## src/hw/lcd_dec_defines.svh

```systemverilog
// timing counts, field positions and reset values of the decoder
`ifndef LCD_DEC_DEFINES_SVH
`define LCD_DEC_DEFINES_SVH
`define CLK_PERIOD_NS 40
`define EXEC_TIME_NS 72000
`define CLEAR_TIME_NS 1600000
`define EXEC_CYCLES (`EXEC_TIME_NS / `CLK_PERIOD_NS)
`define CLEAR_CYCLES (`CLEAR_TIME_NS / `CLK_PERIOD_NS)
`define TEXT_WORDS 64
`define SPACE_WORD 16'h2020
`define AC_RESET 7'h00
`define REV_IDX_RESET 2'h0
`define TEXT_ADDR_MASK 7'h3F
`define ICON_ADDR_MASK 7'h0F
`define HORZ_MASK 7'h0F
`define FS_WIDTH_BIT 4
`define FS_SET_BIT 2
`define FS_GFX_BIT 1
`define SHIFT_TARGET_BIT 3
`define SHIFT_DIR_BIT 2
`endif

```

## src/hw/lcd_dec_pkg.sv

```systemverilog
// types shared by the instruction decoder files
package lcd_dec_pkg;
    typedef enum logic [2:0] {
        TGT_TEXT = 3'b000,
        TGT_GLYPH = 3'b001,
        TGT_ICON = 3'b010,
        TGT_BITMAP = 3'b011
    } memTarget_t;

    typedef enum logic [1:0] {
        EX_IDLE = 2'b00,
        EX_BUSY = 2'b01,
        EX_CLEAR = 2'b10
    } execState_t;

    typedef struct packed {
        logic isData;
        logic isRead;
        logic [7:0] data;
    } hostXfer_t;

    typedef struct packed {
        logic displayOn;
        logic cursorOn;
        logic blinkOn;
        logic graphicOn;
        logic sleeping;
        logic standby;
        logic [3:0] reversed;
        logic [1:0] topLine;
        logic [5:0] shift;
        logic [5:0] scroll;
    } panelCtrl_t;
endpackage

```

## src/hw/host_pin_sync.sv

```systemverilog
// synchroniser and strobe edge detector for the host parallel bus pins
`timescale 1ns/1ps
module host_pin_sync (
    // clock and reset
    input wire logic clk_sys,
    input wire logic reset,
    // host pins
    input wire logic enablePin,
    input wire logic cmdDataPin,
    input wire logic readPin,
    input wire logic [7:0] dataPin,
    // synchronised transfer
    output lcd_dec_pkg::hostXfer_t xfer,
    output logic writeStb,
    output logic readStart,
    output logic readEnd,
    output logic readActive
);
    logic [10:0] meta_r;
    logic [10:0] sync_r;
    logic enPrev_r;
    logic enPrev2_r;
    lcd_dec_pkg::hostXfer_t hold_r;

    // two flops per pin; only sync_r is looked at
    always_ff @(posedge clk_sys)
    begin
        if (reset)
        begin
            meta_r <= 11'h000;
            sync_r <= 11'h000;
            enPrev_r <= 1'b0;
            enPrev2_r <= 1'b0;
        end
        else
        begin
            meta_r <= {enablePin, cmdDataPin, readPin, dataPin};
            sync_r <= meta_r;
            enPrev_r <= sync_r[10];
            enPrev2_r <= enPrev_r;
        end
    end

    // keep the last sample taken while enable is high, since data
    // hold after the falling edge is shorter than one clock
    always_ff @(posedge clk_sys)
    begin
        if (reset)
            hold_r <= '0;
        else if (sync_r[10])
            hold_r <= sync_r[9:0];
    end

    assign xfer = hold_r;
    assign writeStb = enPrev_r & ~sync_r[10] & ~hold_r.isRead;
    assign readEnd = enPrev_r & ~sync_r[10] & hold_r.isRead;
    // start one clock late so hold_r already holds this pulse's select
    // bits; earlier the decoder would see the previous transfer's
    assign readStart = sync_r[10] & enPrev_r & ~enPrev2_r & hold_r.isRead;
    assign readActive = sync_r[10] & sync_r[8];
endmodule

```

## src/hw/lcd_instruction_decoder.sv

```systemverilog
// instruction decoder and address counter of the graphic panel controller
`timescale 1ns/1ps
`include "lcd_dec_defines.svh"
module lcd_instruction_decoder #(
    parameter int EXEC_CYCLES = `EXEC_CYCLES,
    parameter int CLEAR_CYCLES = `CLEAR_CYCLES
) (
    // clock and reset
    input wire logic clk_sys,
    input wire logic reset,
    // host bus pins
    input wire logic hostEnable,
    input wire logic commandDataSelect,
    input wire logic readSelect,
    input wire logic [7:0] dbIn,
    output logic [7:0] dbOut,
    output logic dbOe,
    // controller state
    output logic busyFlag,
    output logic busWidth8,
    output logic extendedSet,
    output logic [6:0] addressCounter,
    output logic [6:0] bitmapRow,
    output lcd_dec_pkg::memTarget_t memTarget,
    output lcd_dec_pkg::panelCtrl_t panel
);
    lcd_dec_pkg::hostXfer_t xfer;
    lcd_dec_pkg::execState_t exec_r;
    lcd_dec_pkg::memTarget_t target_r;
    lcd_dec_pkg::panelCtrl_t panel_r;
    logic writeStb, readStart, readEnd, readActive;
    logic [3:0] wrNib_r;
    logic wrNibPhase_r;
    logic byteStb_r;
    lcd_dec_pkg::hostXfer_t byte_r;
    logic [31:0] count_r;
    logic [5:0] fillIdx_r;
    logic busy_r, width8_r, ext_r, incDir_r, entryShift_r;
    logic wordPhase_r, gfxPhase_r, primed_r, rdByteSel_r, rdNib_r;
    logic scrollSel_r;
    logic [6:0] ac_r, row_r;
    logic [7:0] hiByte_r, dbOut_r;
    logic dbOe_r;
    logic [1:0] revIdx_r;
    logic [15:0] textMem [`TEXT_WORDS];
    logic [15:0] rdWord;
    logic [7:0] rdByte;
    logic cmdFire, dataFire, wordDone, rdByteDone, rdStep;
    logic [7:0] cmd;

    host_pin_sync u_sync (
        .clk_sys(clk_sys),
        .reset(reset),
        .enablePin(hostEnable),
        .cmdDataPin(commandDataSelect),
        .readPin(readSelect),
        .dataPin(dbIn),
        .xfer(xfer),
        .writeStb(writeStb),
        .readStart(readStart),
        .readEnd(readEnd),
        .readActive(readActive)
    );

    // step an address up or down by one within seven bits
    function automatic logic [6:0] stepAddr(input logic [6:0] a,
                                            input logic up);
        stepAddr = up ? 7'(a + 7'h01) : 7'(a - 7'h01);
    endfunction

    // step a six bit position up or down
    function automatic logic [5:0] stepPos(input logic [5:0] p,
                                           input logic up);
        stepPos = up ? 6'(p + 6'h01) : 6'(p - 6'h01);
    endfunction

    // byte assembly; 4-bit bus takes the upper lines, high nibble first
    always_ff @(posedge clk_sys)
    begin
        if (reset)
        begin
            wrNibPhase_r <= 1'b0;
            wrNib_r <= 4'h0;
            byteStb_r <= 1'b0;
            byte_r <= '0;
        end
        else
        begin
            byteStb_r <= 1'b0;
            if (writeStb && width8_r)
            begin
                byteStb_r <= 1'b1;
                byte_r <= xfer;
            end
            else if (writeStb && !wrNibPhase_r)
            begin
                wrNib_r <= xfer.data[7:4];
                wrNibPhase_r <= 1'b1;
            end
            else if (writeStb)
            begin
                byteStb_r <= 1'b1;
                byte_r <= '{xfer.isData, 1'b0, {wrNib_r, xfer.data[7:4]}};
                wrNibPhase_r <= 1'b0;
            end
        end
    end

    // a byte is acted on only when not busy; otherwise dropped
    assign cmdFire = byteStb_r & ~busy_r & ~byte_r.isData;
    assign dataFire = byteStb_r & ~busy_r & byte_r.isData;
    assign cmd = byte_r.data;
    assign wordDone = dataFire & wordPhase_r;
    assign rdByteDone = readEnd & (width8_r | rdNib_r);
    assign rdStep = rdByteDone & xfer.isData & primed_r & rdByteSel_r;

    // busy flag and execution timer; clear also sweeps text memory
    always_ff @(posedge clk_sys)
    begin
        if (reset)
        begin
            exec_r <= lcd_dec_pkg::EX_IDLE;
            busy_r <= 1'b0;
            count_r <= 32'h0;
            fillIdx_r <= 6'h00;
        end
        else
        begin
            case (exec_r)
                lcd_dec_pkg::EX_IDLE:
                begin
                    if (cmdFire && !ext_r && cmd == 8'h01)
                    begin
                        exec_r <= lcd_dec_pkg::EX_CLEAR;
                        busy_r <= 1'b1;
                        count_r <= 32'(CLEAR_CYCLES - 1);
                        fillIdx_r <= 6'h00;
                    end
                    else if (cmdFire || dataFire)
                    begin
                        exec_r <= lcd_dec_pkg::EX_BUSY;
                        busy_r <= 1'b1;
                        count_r <= 32'(EXEC_CYCLES - 1);
                    end
                end
                lcd_dec_pkg::EX_BUSY, lcd_dec_pkg::EX_CLEAR:
                begin
                    fillIdx_r <= 6'(fillIdx_r + 6'h01);
                    if (count_r == 32'h0)
                    begin
                        exec_r <= lcd_dec_pkg::EX_IDLE;
                        busy_r <= 1'b0;
                    end
                    else
                        count_r <= count_r - 32'h1;
                end
                default:
                begin
                    exec_r <= lcd_dec_pkg::EX_IDLE;
                    busy_r <= 1'b0;
                end
            endcase
        end
    end

    // text memory: clear sweep or second byte of a text word; contents
    // survive standby and sleep since nothing else writes them
    always_ff @(posedge clk_sys)
    begin
        if (exec_r == lcd_dec_pkg::EX_CLEAR && fillIdx_r < 6'h3F)
            textMem[fillIdx_r] <= `SPACE_WORD;
        else if (exec_r == lcd_dec_pkg::EX_CLEAR)
            textMem[6'h3F] <= `SPACE_WORD;
        else if (wordDone && target_r == lcd_dec_pkg::TGT_TEXT)
            textMem[ac_r[5:0]] <= {hiByte_r, cmd};
    end

    // address counter, word pairing and bitmap address phases
    always_ff @(posedge clk_sys)
    begin
        if (reset)
        begin
            ac_r <= `AC_RESET;
            row_r <= `AC_RESET;
            target_r <= lcd_dec_pkg::TGT_TEXT;
            wordPhase_r <= 1'b0;
            gfxPhase_r <= 1'b0;
            hiByte_r <= 8'h00;
        end
        else if (cmdFire)
        begin
            wordPhase_r <= 1'b0;
            if (cmd[7] && !ext_r)
            begin
                ac_r <= cmd[6:0] & `TEXT_ADDR_MASK;
                target_r <= lcd_dec_pkg::TGT_TEXT;
            end
            else if (cmd[7] && !gfxPhase_r)
            begin
                ac_r <= cmd[6:0];
                row_r <= cmd[6:0];
                gfxPhase_r <= 1'b1;
                target_r <= lcd_dec_pkg::TGT_BITMAP;
            end
            else if (cmd[7])
            begin
                ac_r <= cmd[6:0] & `HORZ_MASK;
                gfxPhase_r <= 1'b0;
            end
            else if (cmd[6] && !scrollSel_r && ext_r)
            begin
                ac_r <= cmd[6:0] & `ICON_ADDR_MASK;
                target_r <= lcd_dec_pkg::TGT_ICON;
            end
            else if (cmd[6] && !scrollSel_r)
            begin
                ac_r <= {1'b0, cmd[5:0]};
                target_r <= lcd_dec_pkg::TGT_GLYPH;
            end
            else if (cmd[7:4] == 4'h1 && !ext_r
                     && !cmd[`SHIFT_TARGET_BIT])
                ac_r <= stepAddr(ac_r, cmd[`SHIFT_DIR_BIT]);
            else if (cmd[7:1] == 7'h01 && !ext_r)
                ac_r <= `AC_RESET;
            else if (cmd == 8'h01 && !ext_r)
                ac_r <= `AC_RESET;
        end
        else if (dataFire && !wordPhase_r)
        begin
            hiByte_r <= cmd;
            wordPhase_r <= 1'b1;
        end
        else if (wordDone)
        begin
            wordPhase_r <= 1'b0;
            if (target_r == lcd_dec_pkg::TGT_BITMAP)
                ac_r <= 7'(ac_r + 7'h01) & `HORZ_MASK;
            else
                ac_r <= stepAddr(ac_r, incDir_r);
        end
        else if (rdStep)
            ac_r <= stepAddr(ac_r, incDir_r);
    end

    // mode bits: width, set select, entry mode, scroll select
    always_ff @(posedge clk_sys)
    begin
        if (reset)
        begin
            width8_r <= 1'b1;
            ext_r <= 1'b0;
            incDir_r <= 1'b1;
            entryShift_r <= 1'b0;
            scrollSel_r <= 1'b0;
        end
        else if (cmdFire)
        begin
            if (cmd[7:5] == 3'b001)
            begin
                width8_r <= cmd[`FS_WIDTH_BIT];
                ext_r <= cmd[`FS_SET_BIT];
            end
            else if (!ext_r && cmd[7:2] == 6'h01)
            begin
                incDir_r <= cmd[1];
                entryShift_r <= cmd[0];
            end
            else if (!ext_r && cmd == 8'h01)
                incDir_r <= 1'b1;
            else if (ext_r && cmd[7:1] == 7'h01)
                scrollSel_r <= cmd[0];
        end
    end

    // panel controls; any instruction but standby itself ends standby
    always_ff @(posedge clk_sys)
    begin
        if (reset)
        begin
            panel_r <= '0;
            panel_r.displayOn <= 1'b0;
            revIdx_r <= `REV_IDX_RESET;
        end
        else if (cmdFire)
        begin
            panel_r.standby <= ext_r && cmd == 8'h01;
            if (cmd[7:5] == 3'b001 && ext_r)
                panel_r.graphicOn <= cmd[`FS_GFX_BIT];
            else if (ext_r && cmd[7:2] == 6'h01)
            begin
                revIdx_r <= cmd[1:0];
                panel_r.reversed[cmd[1:0]] <=
                    ~panel_r.reversed[cmd[1:0]];
            end
            else if (ext_r && cmd[7:3] == 5'h01)
                panel_r.sleeping <= ~cmd[2];
            else if (cmd[7:6] == 2'b01 && scrollSel_r)
            begin
                panel_r.scroll <= cmd[5:0];
                panel_r.topLine <= cmd[5:4];
            end
            else if (!ext_r && cmd[7:3] == 5'h01)
            begin
                panel_r.displayOn <= cmd[2];
                panel_r.cursorOn <= cmd[1];
                panel_r.blinkOn <= cmd[0];
            end
            else if (!ext_r && cmd[7:4] == 4'h1 && cmd[`SHIFT_TARGET_BIT])
                panel_r.shift <= stepPos(panel_r.shift,
                                         cmd[`SHIFT_DIR_BIT]);
            else if (!ext_r && cmd[7:1] == 7'h01)
                panel_r.shift <= 6'h00;
        end
        else if (wordDone && entryShift_r)
            panel_r.shift <= stepPos(panel_r.shift, ~incDir_r);
    end

    // read data source; non-text memories are not held here
    assign rdWord = (target_r == lcd_dec_pkg::TGT_TEXT)
                    ? textMem[ac_r[5:0]] : 16'h0000;
    assign rdByte = rdByteSel_r ? rdWord[7:0] : rdWord[15:8];

    // read path: status or data byte, nibbled on a 4-bit bus
    always_ff @(posedge clk_sys)
    begin
        if (reset)
        begin
            dbOut_r <= 8'h00;
            dbOe_r <= 1'b0;
            rdNib_r <= 1'b0;
            rdByteSel_r <= 1'b0;
            primed_r <= 1'b0;
        end
        else
        begin
            dbOe_r <= readActive;
            if (readStart)
            begin
                if (!xfer.isData && !rdNib_r)
                    dbOut_r <= width8_r ? {busy_r, ac_r}
                               : {busy_r, ac_r[6:4], 4'h0};
                else if (!xfer.isData)
                    dbOut_r <= {ac_r[3:0], 4'h0};
                else if (width8_r)
                    dbOut_r <= rdByte;
                else if (!rdNib_r)
                    dbOut_r <= {rdByte[7:4], 4'h0};
                else
                    dbOut_r <= {rdByte[3:0], 4'h0};
            end
            if (readEnd && !width8_r)
                rdNib_r <= ~rdNib_r;
            if (cmdFire)
            begin
                primed_r <= 1'b0;
                rdByteSel_r <= 1'b0;
            end
            else if (rdByteDone && xfer.isData && !primed_r)
                primed_r <= 1'b1;
            else if (rdByteDone && xfer.isData)
                rdByteSel_r <= ~rdByteSel_r;
        end
    end

    // outputs straight from flops
    assign dbOut = dbOut_r;
    assign dbOe = dbOe_r;
    assign busyFlag = busy_r;
    assign busWidth8 = width8_r;
    assign extendedSet = ext_r;
    assign addressCounter = ac_r;
    assign bitmapRow = row_r;
    assign memTarget = target_r;
    assign panel = panel_r;
endmodule

```

## config.mk

```make
export PLATFORM = sky130hd
export DESIGN_NAME = lcd_instruction_decoder
export DESIGN_NICKNAME = d
export VERILOG_FILES = /design/src/hw/lcd_dec_pkg.sv /design/src/hw/host_pin_sync.sv /design/src/hw/lcd_instruction_decoder.sv
export VERILOG_INCLUDE_DIRS = /design/src /design/src/hw
export SDC_FILE = /design/constraint.sdc
export NUM_CORES = 1
export LEC_CHECK = 0
export ABC_CLOCK_PERIOD_IN_PS = 10240
export BUFFER_PORTS_ARGS = -buffer_cell sky130_fd_sc_hd__buf_2
export CAP_MARGIN = 40
export CORE_ASPECT_RATIO = 0.5
export CORE_MARGIN = 5
export CORE_UTILIZATION = 30
export DETAILED_ROUTE_END_ITERATION = 8
export PLACE_DENSITY_LB_ADDON = 0.12
export SYNTH_ARGS = -nofsm -noshare
export SYNTH_HDL_FRONTEND = slang
export SYNTH_SLANG_ARGS = --single-unit
```

## constraint.sdc

```tcl
create_clock -name clk_sys -period 10.24 [get_ports clk_sys]
set_input_delay 1.536 -clock clk_sys [delete_from_list [all_inputs] [get_ports clk_sys]]
set_output_delay 1.536 -clock clk_sys [all_outputs]
set_load 0.02 [all_outputs]
```

After elaboration in Yosys (flattened, before gate mapping)
Memory sizes are Yosys's and may differ from the RTL's. A register that Yosys moved wholly into a read port is not among the register bits.
Cells that the tools add are included.

storage, ports and cells
  logic and storage cells = 280
  bits of input ports = 13
  flip-flop bits (word level) = 158
  memory bits (writable) = 1024
  memories kept = 1
  output and inout bits = 53

memory list
  name     words  width  rd ports  clocked after memory_dff  wr ports  line                           text
  textMem  64     16     1         1                         1         lcd_instruction_decoder.sv:45  logic [15:0] textMem [`TEXT_WORDS];

operators by class
  magnitude comparators = 3
  reduce and logical (&&, ||, !) cells = 79
  bitwise logic cells = 36
  equal/unequal tests = 24
  mux-type cells = 89
  $add $sub $neg = 6

operators by type and width
  cell                                                                   number
  7-bit 2-to-1 mux                                                       15
  32-bit 2-to-1 mux                                                      3
  6-bit 2-to-1 mux                                                       14
  32-bit case mux with 2 select lines                                    1
  16-bit 2-to-1 mux                                                      3
  8-bit 2-to-1 mux                                                       5
  12-bit 2-to-1 mux                                                      3
  32-bit zero test                                                       1
  16-bit OR reduction                                                    2
  32-bit by 1-bit subtractor with 32-bit output (second input constant)  1
  1-bit logical AND                                                      30
  10-bit 2-to-1 mux                                                      3
  1-bit 2-to-1 mux                                                       27
  3-bit AND reduction                                                    8
  2-bit != test (second input constant)                                  10
  1-bit inverter                                                         20
  2-bit AND reduction                                                    9
  1-bit bitwise AND                                                      15
  3-bit 2-to-1 mux                                                       5
  2-bit nonzero test                                                     7
  6-bit by 1-bit adder with 6-bit output (second input constant)         2
  6-bit case mux with 2 select lines                                     1
  1-bit zero test                                                        10
  5-bit AND reduction                                                    2
  other kinds (35)                                                       40

Depth between registers and ports, before layout
Gate-level depths: netlist (run 1).

  word-level depth = 13
  mapped depth = 12
  depth with buffers taken out = 9

Modules after synthesis
From an unflattened synthesis (run 1), not the netlist that was laid out.

unflattened totals
  cells, all modules = 2650
  area, all modules = 47179.0 µm²

modules (own cells, without submodules)
  module                   seq. area each (µm²)  area each (µm²)  cells each  times used
  lcd_instruction_decoder  33291.9               46130.5          2563        1
  host_pin_sync            680.7                 1048.5           87          1

Worst setup path before layout (run 1)
OpenSTA, ideal clock, no wires.

  path type = register to register
  from = register exec_r[0]
  to = memory textMem[13][0] (enable)
  path buffers = 1
  cell stages (with the launch flop) = 10
  setup time = 0.409 ns
  arrival = 3.218 ns
  clock period less this slack = 3.627 ns
  path slack = 6.613 ns
  required time = 9.831 ns
  cell sequence = dfxtp_1 -> inv_1 -> ha_1 -> nor4_2 -> nor2_1 -> a21oi_1 -> nand2_1 -> or3b_1 -> clkbuf_1 -> nor3_1

on the way
  word-level cells in the longest chain between the ends = 7
  elaborated cells between the ends (all ways) = 16
  classes of those cells = eq/ne (1); mux (12); reduce/logical (3)

RTL lines
  element                                                                             line                                                            text
  start: declaration                                                                  lcd_instruction_decoder.sv:28                                   lcd_dec_pkg::execState_t exec_r;
  start signal: assignment                                                            lcd_instruction_decoder.sv:122                                  exec_r <= lcd_dec_pkg::EX_IDLE;
  start signal: assignment                                                            lcd_instruction_decoder.sv:134                                  exec_r <= lcd_dec_pkg::EX_CLEAR;
  start signal: assignment                                                            lcd_instruction_decoder.sv:141                                  exec_r <= lcd_dec_pkg::EX_BUSY;
  2-bit equality test *                                                               lcd_instruction_decoder.sv:170, lcd_instruction_decoder.sv:172
  1-bit 2-to-1 mux or 1-bit logical AND (tied branches)                               lcd_instruction_decoder.sv:172, lcd_instruction_decoder.sv:170
  1-bit 2-to-1 mux                                                                    lcd_instruction_decoder.sv:170                                  if (exec_r == lcd_dec_pkg::EX_CLEAR && fillIdx_r < 6'h3F)
  1-bit 2-to-1 mux (no source line)                                                   --
  16-bit OR reduction (no source line)                                                --
  6-bit 2-to-1 mux (no source line) or 1-bit 2-to-1 mux (tied branches) (2 in a row)  --
  end: declaration                                                                    lcd_instruction_decoder.sv:45

Mark *: on every way between the ends. The rest lies on a longest branch, timed or not.

==> results.md, run 1 <==
- Filler Cell Count: ~15000
- Most frequent cells in the layout: 1024 x edfxtp_1, 241 x mux4_2, 169 x nor2_1
- CP Data Arrival Time: roughly 5300 ps
- Buffer depth of the longest clock path: 3
- Post-Synth Simple-Gate Area: roughly 6.9%
- Critical path class: flop to flop
- Worst path cell trace: buf_4 -> buf_4 -> mux4_2 -> mux2_2 -> o221ai_1 -> o21ai_0 -> and4b_1 -> a221oi_1 -> nor3_1
- Clock sink count: approximately 1200
- Vias in the first global route: between 20000 and 30000
- Classification of the worst-slack hold path: flop to flop
- Final layout net count: approximately 2900
- Input/output buffers: 64
- Number of placed instances with taps included: around 4900
- CORE AREA: approximately 160000 sq um
- Area growth from synthesis to final layout: 15.5%
- Clock latency of the later-clocked register in the worst-skew pair: 740 ps
- Reg clk slew, reported paths: 70 ps
- Critical path required time: 10810 ps
- Cell count after synthesis: about 2700
- Most common flop cell mapped by yosys: edfxtp_1
- DIE WIDTH: about 570 microns
- Hold_buf cts: 0
- Rows: between 100 and 150
- Number of detailed-route iterations in the first pass: 6
- Sequential area share after synthesis: around 72%
- Number of antenna violations at the first check in global routing: 11
- Cell area after synthesis: between 40000 and 50000 sq um
- Number of buffers inserted during clock tree synthesis: around 120
- Critical Path Fanout Max: 47
- Number of levels in the clock H-tree: 3
- Mean cell area of the mapped netlist: between 15 and 20 sq um
- Largest family of logic cells by synthesized area: multiplexers
- Die extent in y: between 200 and 300 microns
- Initial standard-cell utilization of the core: between 30% and 40%
- Routability-driven placement congestion ratio: 0.807
- Setup TNS: 0 ps
- Post-detailed-route count of antenna-violating nets: 0
- Slack of the critical path: 5520 ps
- Worst ir drop on vdd: roughly 0.00012 V
- Number of hold-slack violations in the final timing report: 0
- Pin count of the biggest net entering global routing: 83
- Unrepaired setup endpoints after global routing: no
- LEAKAGE: ~0.016 uW
- FFs w/ async S/R, synth: 0%
- Total of flip-flops plus latches after synthesis: between 1000 and 1500
- Routed length per placed instance: roughly 30 microns
- CTS resizes: 0
- Final standard cell count with taps included and fillers excluded: 5094
- Total GRT Usage: between 10% and 20%
- Most frequent CP cell: buf_4
- Half-perimeter wire length after detailed placement: just over 90 mm
- Synth Net Count: about 2800
- Relative max-transition margin: between 30 and 40%
- Total congestion overflow after global routing: 0
- CP startpoint kind: flop
- Max incr delay on CP: between 800 and 900 ps
- Fraction of layout cells with a size suffix above 1: ~24%
- Clock period minus final worst setup slack: 4720 ps
- Power density over the cells: between 150 and 200 nW/um^2
- Post CTS Setup Buffer Count: 0
- Status: completed
- Area share of the largest cell type after synthesis: roughly 65%
- Vias per inst: 5.18
- Share of the synthesized netlist area taken by xor and xnor gates: 0.738%
- Routed wire length: around 150 mm
- Buffers plus inverters on the worst setup path: 2
- Post-route DRC violation count: 0
- Arithmetic-cell share of the synthesized area counting full adders, half adders and majority gates: less than 1%
- Pin slew with the least headroom to its limit: a little under 1000 ps
- Worst setup skew after layout: 32.4 ps
- Max capacitance violation total: 0
- Die Footprint: 167000 sq um
- Cell type with the highest aggregate area in the netlist: edfxtp_1
- Number of placed I/O pins: 66
- Cell at the slowest stage of the critical path: dfxtp_4
- Most frequent standard cell in the layout excluding fill and tap cells: edfxtp_1
- Number of enable-type register cells in the synthesized netlist: ~1000
- Global-route wire length before repair: between 200 and 250 mm
- Yosys Warn Count: 0
- Worst Setup End Kind: flop
- Final setup viols: 0
- Initial drt markers: approximately 2800
- Count of vias placed by the detailed router: roughly 26000
- Proportion of synthesized area in mux cells: 13.9%
- Cell at the root of the clock tree: clkbuf_16
- Max Fclk: about 0.21 GHz
- Post-synthesis compound-gate area fraction: approximately 4.6%
- CTS tree: yes
- Top area cells in the synthesized netlist: edfxtp_1 65%, mux4_2 11%, dfxtp_1 6.8%, mux2i_1 2.2%, nor2_1 1.5%
- Pre-CTS setup slack: about 5500 ps
- Final max-slew violation count: 0
- Yosys cell types: around 90
- Largest delay share family, worst path: buffers and inverters
- Period Utilization, post-route: a little under half
[flip-flops by register name, indices dropped and copies added, names as in the netlist, 8 cells and up, named ones only]
name           count
panel             22
u_sync.xfer       10
textMem         1024
hiByte_r           8
count_r           32
dbOut              8
u_sync.meta_r     11
cmd                8
u_sync.sync_r     11
[logic make-up after synthesis]
logic type               Yosys count
multiplexers                     354
other                              1
AO/OA/AOI/OAI                    319
buffers and inverters            187
AND/OR/NAND/NOR                  645
XOR/XNOR                          40
flip-flops                      1185
adder cells (fa/ha/maj)            9
[cell usage after synthesis (all sizes together) (8+ instances only)]
library cell  number
ha                 9
dfxtp            161
mux2i            102
xor2              28
edfxtp          1024
and3              12
or2                8
nor3              55
o22ai             39
inv               17
a2111oi            8
nand2            138
a221oi            16
nor2b             46
and2              25
xnor2             12
nand2b            23
mux4             241
nor2             187
or3               11
clkbuf            81
nand3b            13
nor4              22
buf               86
o221ai             8
nand3             60
a21oi             81
a31oi              9
a211oi            18
mux2              11
a22oi             31
nand4             10
o21ai             47
[cell type report]
class | instances | area [sq um] | share of cell area (%)
clock buffers | 140 | 3100 | 5.66
well taps | 2100 | 2630 | 4.80
repair buffers | 205 | 1590 | 2.90
flip-flops and latches | 1185 | 34000 | 62.0
inverters | 20 | 75.1 | 0.137
diodes | 4 | 10.0 | 0.0183
clock inverters | 72 | 738 | 1.35
multi-input cells | 1368 | 12700 | 23.1
[worst register-to-register path, stage by stage, from the launching register on]
cell      delay, ps
dfxtp_4         880
buf_4           650
buf_4           720
mux4_2          660
mux2_2          280
o221ai_1        310
o21ai_0         300
and4b_1         370
a221oi_1        310
nor3_1          100
[stage by stage]
step                power, uW  utilization [%]  hold slack [ps]  instance area [sq um]
finish                   9760             34.8              433                  54800
global route            10100             34.8              463                  54800
CTS                      9880             34.8              439                  54800
detailed placement       5490             32.3              422                  50900
global placement         5480             32.1              427                  50500
floorplan                5430                -              414                  47400
[worst paths after layout]
check | slack (ps) | cells after the start | startpoint | end
worst max register to register | 5520 | 9 | flop | dbOut[2]$_SDFFE_PP0P_
worst max-delay path | 5520 | 9 | flop | dbOut[2]$_SDFFE_PP0P_
worst min register to register | 430 | 1 | u_sync.meta_r[10]$_SDFF_PP0_ | u_sync.sync_r[10]$_SDFF_PP0_
worst min-delay path | 430 | 1 | u_sync.meta_r[10]$_SDFF_PP0_ | u_sync.sync_r[10]$_SDFF_PP0_
[where the power goes]
group / internal (uW) / switching (uW) / total, uW
logic: 73.2 / 115 / 188
registers: 5180 / 15.2 / 5190
clock network: 2500 / 1890 / 4390
[metal layers]
metal / GRT usage, % / vias up / share of wire (%)
met5: 0 / - / 0.0087
met1: 26.6 / 14200 / 47
met4: 3.42 / 2 / 1.8
li1: - / 11300 / -
met2: 26.6 / 792 / 44
met3: 3.33 / 154 / 6.4
Power figures use the tool's default switching activity.
==> run 2, diff against run 1 <==
Settings changed: ABC_CLOCK_PERIOD_IN_PS 10240 to 4900.
Clock period 10.24 ns to 4.9 ns, I/O delays scaled along.
==> run 2 against run 1 <==
  * Power grew 100%
  * Die area is the same
  * Cell count grew 0.27%
  * Non-clock buffer count grew 26
  * Sequential cell count is the same
  * Global-route usage shrank 0.40 points
  * Worst hold slack lost 200 ps
  * Sequential share of layout area grew 0.20 points
  * First-iteration DRC count shrank 5.6%
  * Largest cell class unchanged
  * Critical path type unchanged
==> results.md, run 2 (synthesis results as in run 1) <==
- Status: completed (unchanged)
- Slack of the critical path: 955 ps (was 5520 ps)
- Input/output buffers: 64 (unchanged)
- Initial drt markers: 2616 (was 2771)
- CTS resizes: 0 (unchanged)
- Max incr delay on CP: 780 ps (was 880 ps)
- Initial standard-cell utilization of the core: 30.1% (unchanged)
- Final max-slew violation count: 0 (unchanged)
- Post-detailed-route count of antenna-violating nets: 0 (unchanged)
- Critical register-to-register path startpoint: byte_r[9]$_SDFFE_PP0P_
- Max capacitance violation total: 0 (unchanged)
- Period Utilization, post-route: 80.5% (was 46.1%)
- Count of vias placed by the detailed router: 26200 (was 26400)
- Logic depth of the worst register-to-register path: 8 (was 9)
- Number of placed I/O pins: 66 (unchanged)
- Routed wire length: 146 mm (was 149 mm)
- Cell depth of the worst hold path: 2 (was 1)
- Number of detailed-route iterations in the first pass: 5 (was 6)
- Vias per inst: 5.14 (was 5.18)
- Die Footprint: 167000 sq um (unchanged)
- Fraction of layout cells with a size suffix above 1: 24.2% (was 24.0%)
- Rows: 103 (unchanged)
- Number of antenna violations at the first check in global routing: 9 (was 11)
- Relative max-transition margin: 38.4% (was 33.7%)
- Pre-CTS setup slack: 1030 ps (was 5510 ps)
- Clock sink count: 1185 (unchanged)
- Area growth from synthesis to final layout: 15.1% (was 15.5%)
- Total congestion overflow after global routing: 0 (unchanged)
- Max Fclk: 0.254 GHz (was 0.212 GHz)
- Final setup viols: 0 (unchanged)
- LEAKAGE: 0.0159 uW (about the same)
- Cell at the slowest stage of the critical path: nand4_1 (was dfxtp_4)
- Clock period minus final worst setup slack: 3940 ps (was 4720 ps)
- Die extent in y: 291 microns (unchanged)
- Half-perimeter wire length after detailed placement: 93.8 mm (was 91.4 mm)
- Critical path class: flop to flop (unchanged)
- Worst hold path startpoint: dbIn[2] (was u_sync.meta_r[10]$_SDFF_PP0_)
- Vias in the first global route: 26100 (was 26400)
- CTS tree: yes (unchanged)
- Most frequent cells in the layout: 1024 x edfxtp_1, 241 x mux4_2, 168 x nor2_1 (was 1024 x edfxtp_1, 241 x mux4_2, 169 x nor2_1)
- Buffers plus inverters on the worst setup path: 2 (unchanged)
- Worst Setup End Kind: flop (unchanged)
- Most flop-heavy register: textMem (unchanged)
- Routed length per placed instance: 28.5 microns (was 29.3 microns)
- Critical Path Fanout Max: 30 (was 47)
- CP startpoint kind: flop (unchanged)
- Worst ir drop on vdd: 0.000241 V (was 0.000119 V)
- Number of flip-flops under the largest register name: 1024 (unchanged)
- Number of hold-slack violations in the final timing report: 0 (unchanged)
- Post-route DRC violation count: 0 (unchanged)
- Pin count of the biggest net entering global routing: 72 (was 83)
- Setup TNS: 0 ps (unchanged)
- Worst setup skew after layout: 39.5 ps (was 32.4 ps)
- Largest delay share family, worst path: simple AND/OR/NAND/NOR gates (was buffers and inverters)
- Unrepaired setup endpoints after global routing: no (unchanged)
- Pin slew with the least headroom to its limit: 924 ps (was 985 ps)
- Buffer depth of the longest clock path: 3 (unchanged)
- DIE WIDTH: 572 microns (unchanged)
- Worst R2R End: textMem[16][13]$_DFFE_PP_ (was dbOut[2]$_SDFFE_PP0P_)
- Cell count along the critical path: 8 (was 9)
- Classification of the worst-slack hold path: primary input to flop (was flop to flop)
- Clock latency of the later-clocked register in the worst-skew pair: 750 ps (was 740 ps)
- Setup slack, reg-to-reg: 960 ps (was 5520 ps)
- Total GRT Usage: 17.2% (was 17.6%)
- Cell at the root of the clock tree: clkbuf_16 (unchanged)
- Routability-driven placement congestion ratio: 0.813 (was 0.807)
- Number of levels in the clock H-tree: 3 (unchanged)
- Hold_buf cts: 0 (unchanged)
- Global-route wire length before repair: 206 mm (was 209 mm)
- Critical path required time: 5280 ps (was 10810 ps)
- Final Power: 19900 uW (was 9760 uW)
- Most frequent standard cell in the layout excluding fill and tap cells: edfxtp_1 (unchanged)
- Post CTS Setup Buffer Count: 0 (unchanged)
- Final layout net count: 2941 (was 2918)
- Reg clk slew, reported paths: 60 ps (was 70 ps)
- Number of buffers inserted during clock tree synthesis: 113 (was 116)
- Sink of the worst hold path: u_sync.meta_r[2]$_SDFF_PP0_ (was u_sync.sync_r[10]$_SDFF_PP0_)
- Worst path cell trace: nand4b_1 -> nor4_4 -> buf_4 -> nor2_1 -> a21oi_1 -> nand4_1 -> nor2_1 -> buf_4 (was buf_4 -> buf_4 -> mux4_2 -> mux2_2 -> o221ai_1 -> o21ai_0 -> and4b_1 -> a221oi_1 -> nor3_1)
- CORE AREA: 157000 sq um (unchanged)
- Power density over the cells: 364 nW/um^2 (was 178 nW/um^2)
- CP Data Arrival Time: 4330 ps (was 5290 ps)
==> run 2: cell types whose count changed in the layout (fill, tap and decap cells not counted), sizes merged <==
| cell | previous run | this run |
|---|---|---|
| clkinv | 51 | 43 |
| inv | 20 | 22 |
| clkbuf | 140 | 143 |
| bufinv | 14 | 8 |
| diode | 4 | 1 |
| buf | 205 | 231 |
==> run 2: per-layer routing <==
metal  global-route usage, %  vias up  share of wire, %
li1                        -    11300                 -
met1                    26.0    14000                48
met2                    26.1      764                45
met3                    3.28      174               5.7
met4                    3.16        0               1.8
met5                       0        -                 0
==> run 2: how the worst max path moves through the flow <==
stage / startpoint / to / slack [ps]
global placement: exec_r[0]$_SDFFE_PP0P_ / textMem[0][14]$_DFFE_PP_ / 1060
detailed placement: exec_r[0]$_SDFFE_PP0P_ / textMem[16][12]$_DFFE_PP_ / 1030
floorplan: exec_r[0]$_SDFFE_PP0P_ / textMem[13][0]$_DFFE_PP_ / 1270
CTS: exec_r[0]$_SDFFE_PP0P_ / textMem[16][12]$_DFFE_PP_ / 1040
finish: byte_r[9]$_SDFFE_PP0P_ / textMem[16][13]$_DFFE_PP_ / 960
global route: byte_r[9]$_SDFFE_PP0P_ / textMem[48][14]$_DFFE_PP_ / 740
==> run 2: stage by stage <==
stage          std cells  util [%]  cell area (sq um)  hold slack [ps]
3_3_place_gp        4888      32.3              50800              422
3_5_place_dp        4903      32.4              51100              429
4_1_cts             5106      34.7              54600              161
5_1_grt             5107      34.7              54600              201
2_1_floorplan       2740         -              47400              414
6_report            5108      34.7              54600              230
==> run 2: final cells by class <==
type                    count  area, sq um
flip-flops and latches   1185        34000
well taps                2100         2630
fillers                 15000       103000
clock buffers             143         2990
clock inverters            60          544
diodes                      1         2.50
inverters                  20         75.1
repair buffers            231         1750
multi-input cells        1368        12600
==> run 2: where the power goes <==
group	leakage (uW)	total [uW]	switching (uW)	internal, uW
clock network	0.00171	8620	3890	4730
logic	0.00451	413	255	157
registers	0.00966	10800	26.7	10800
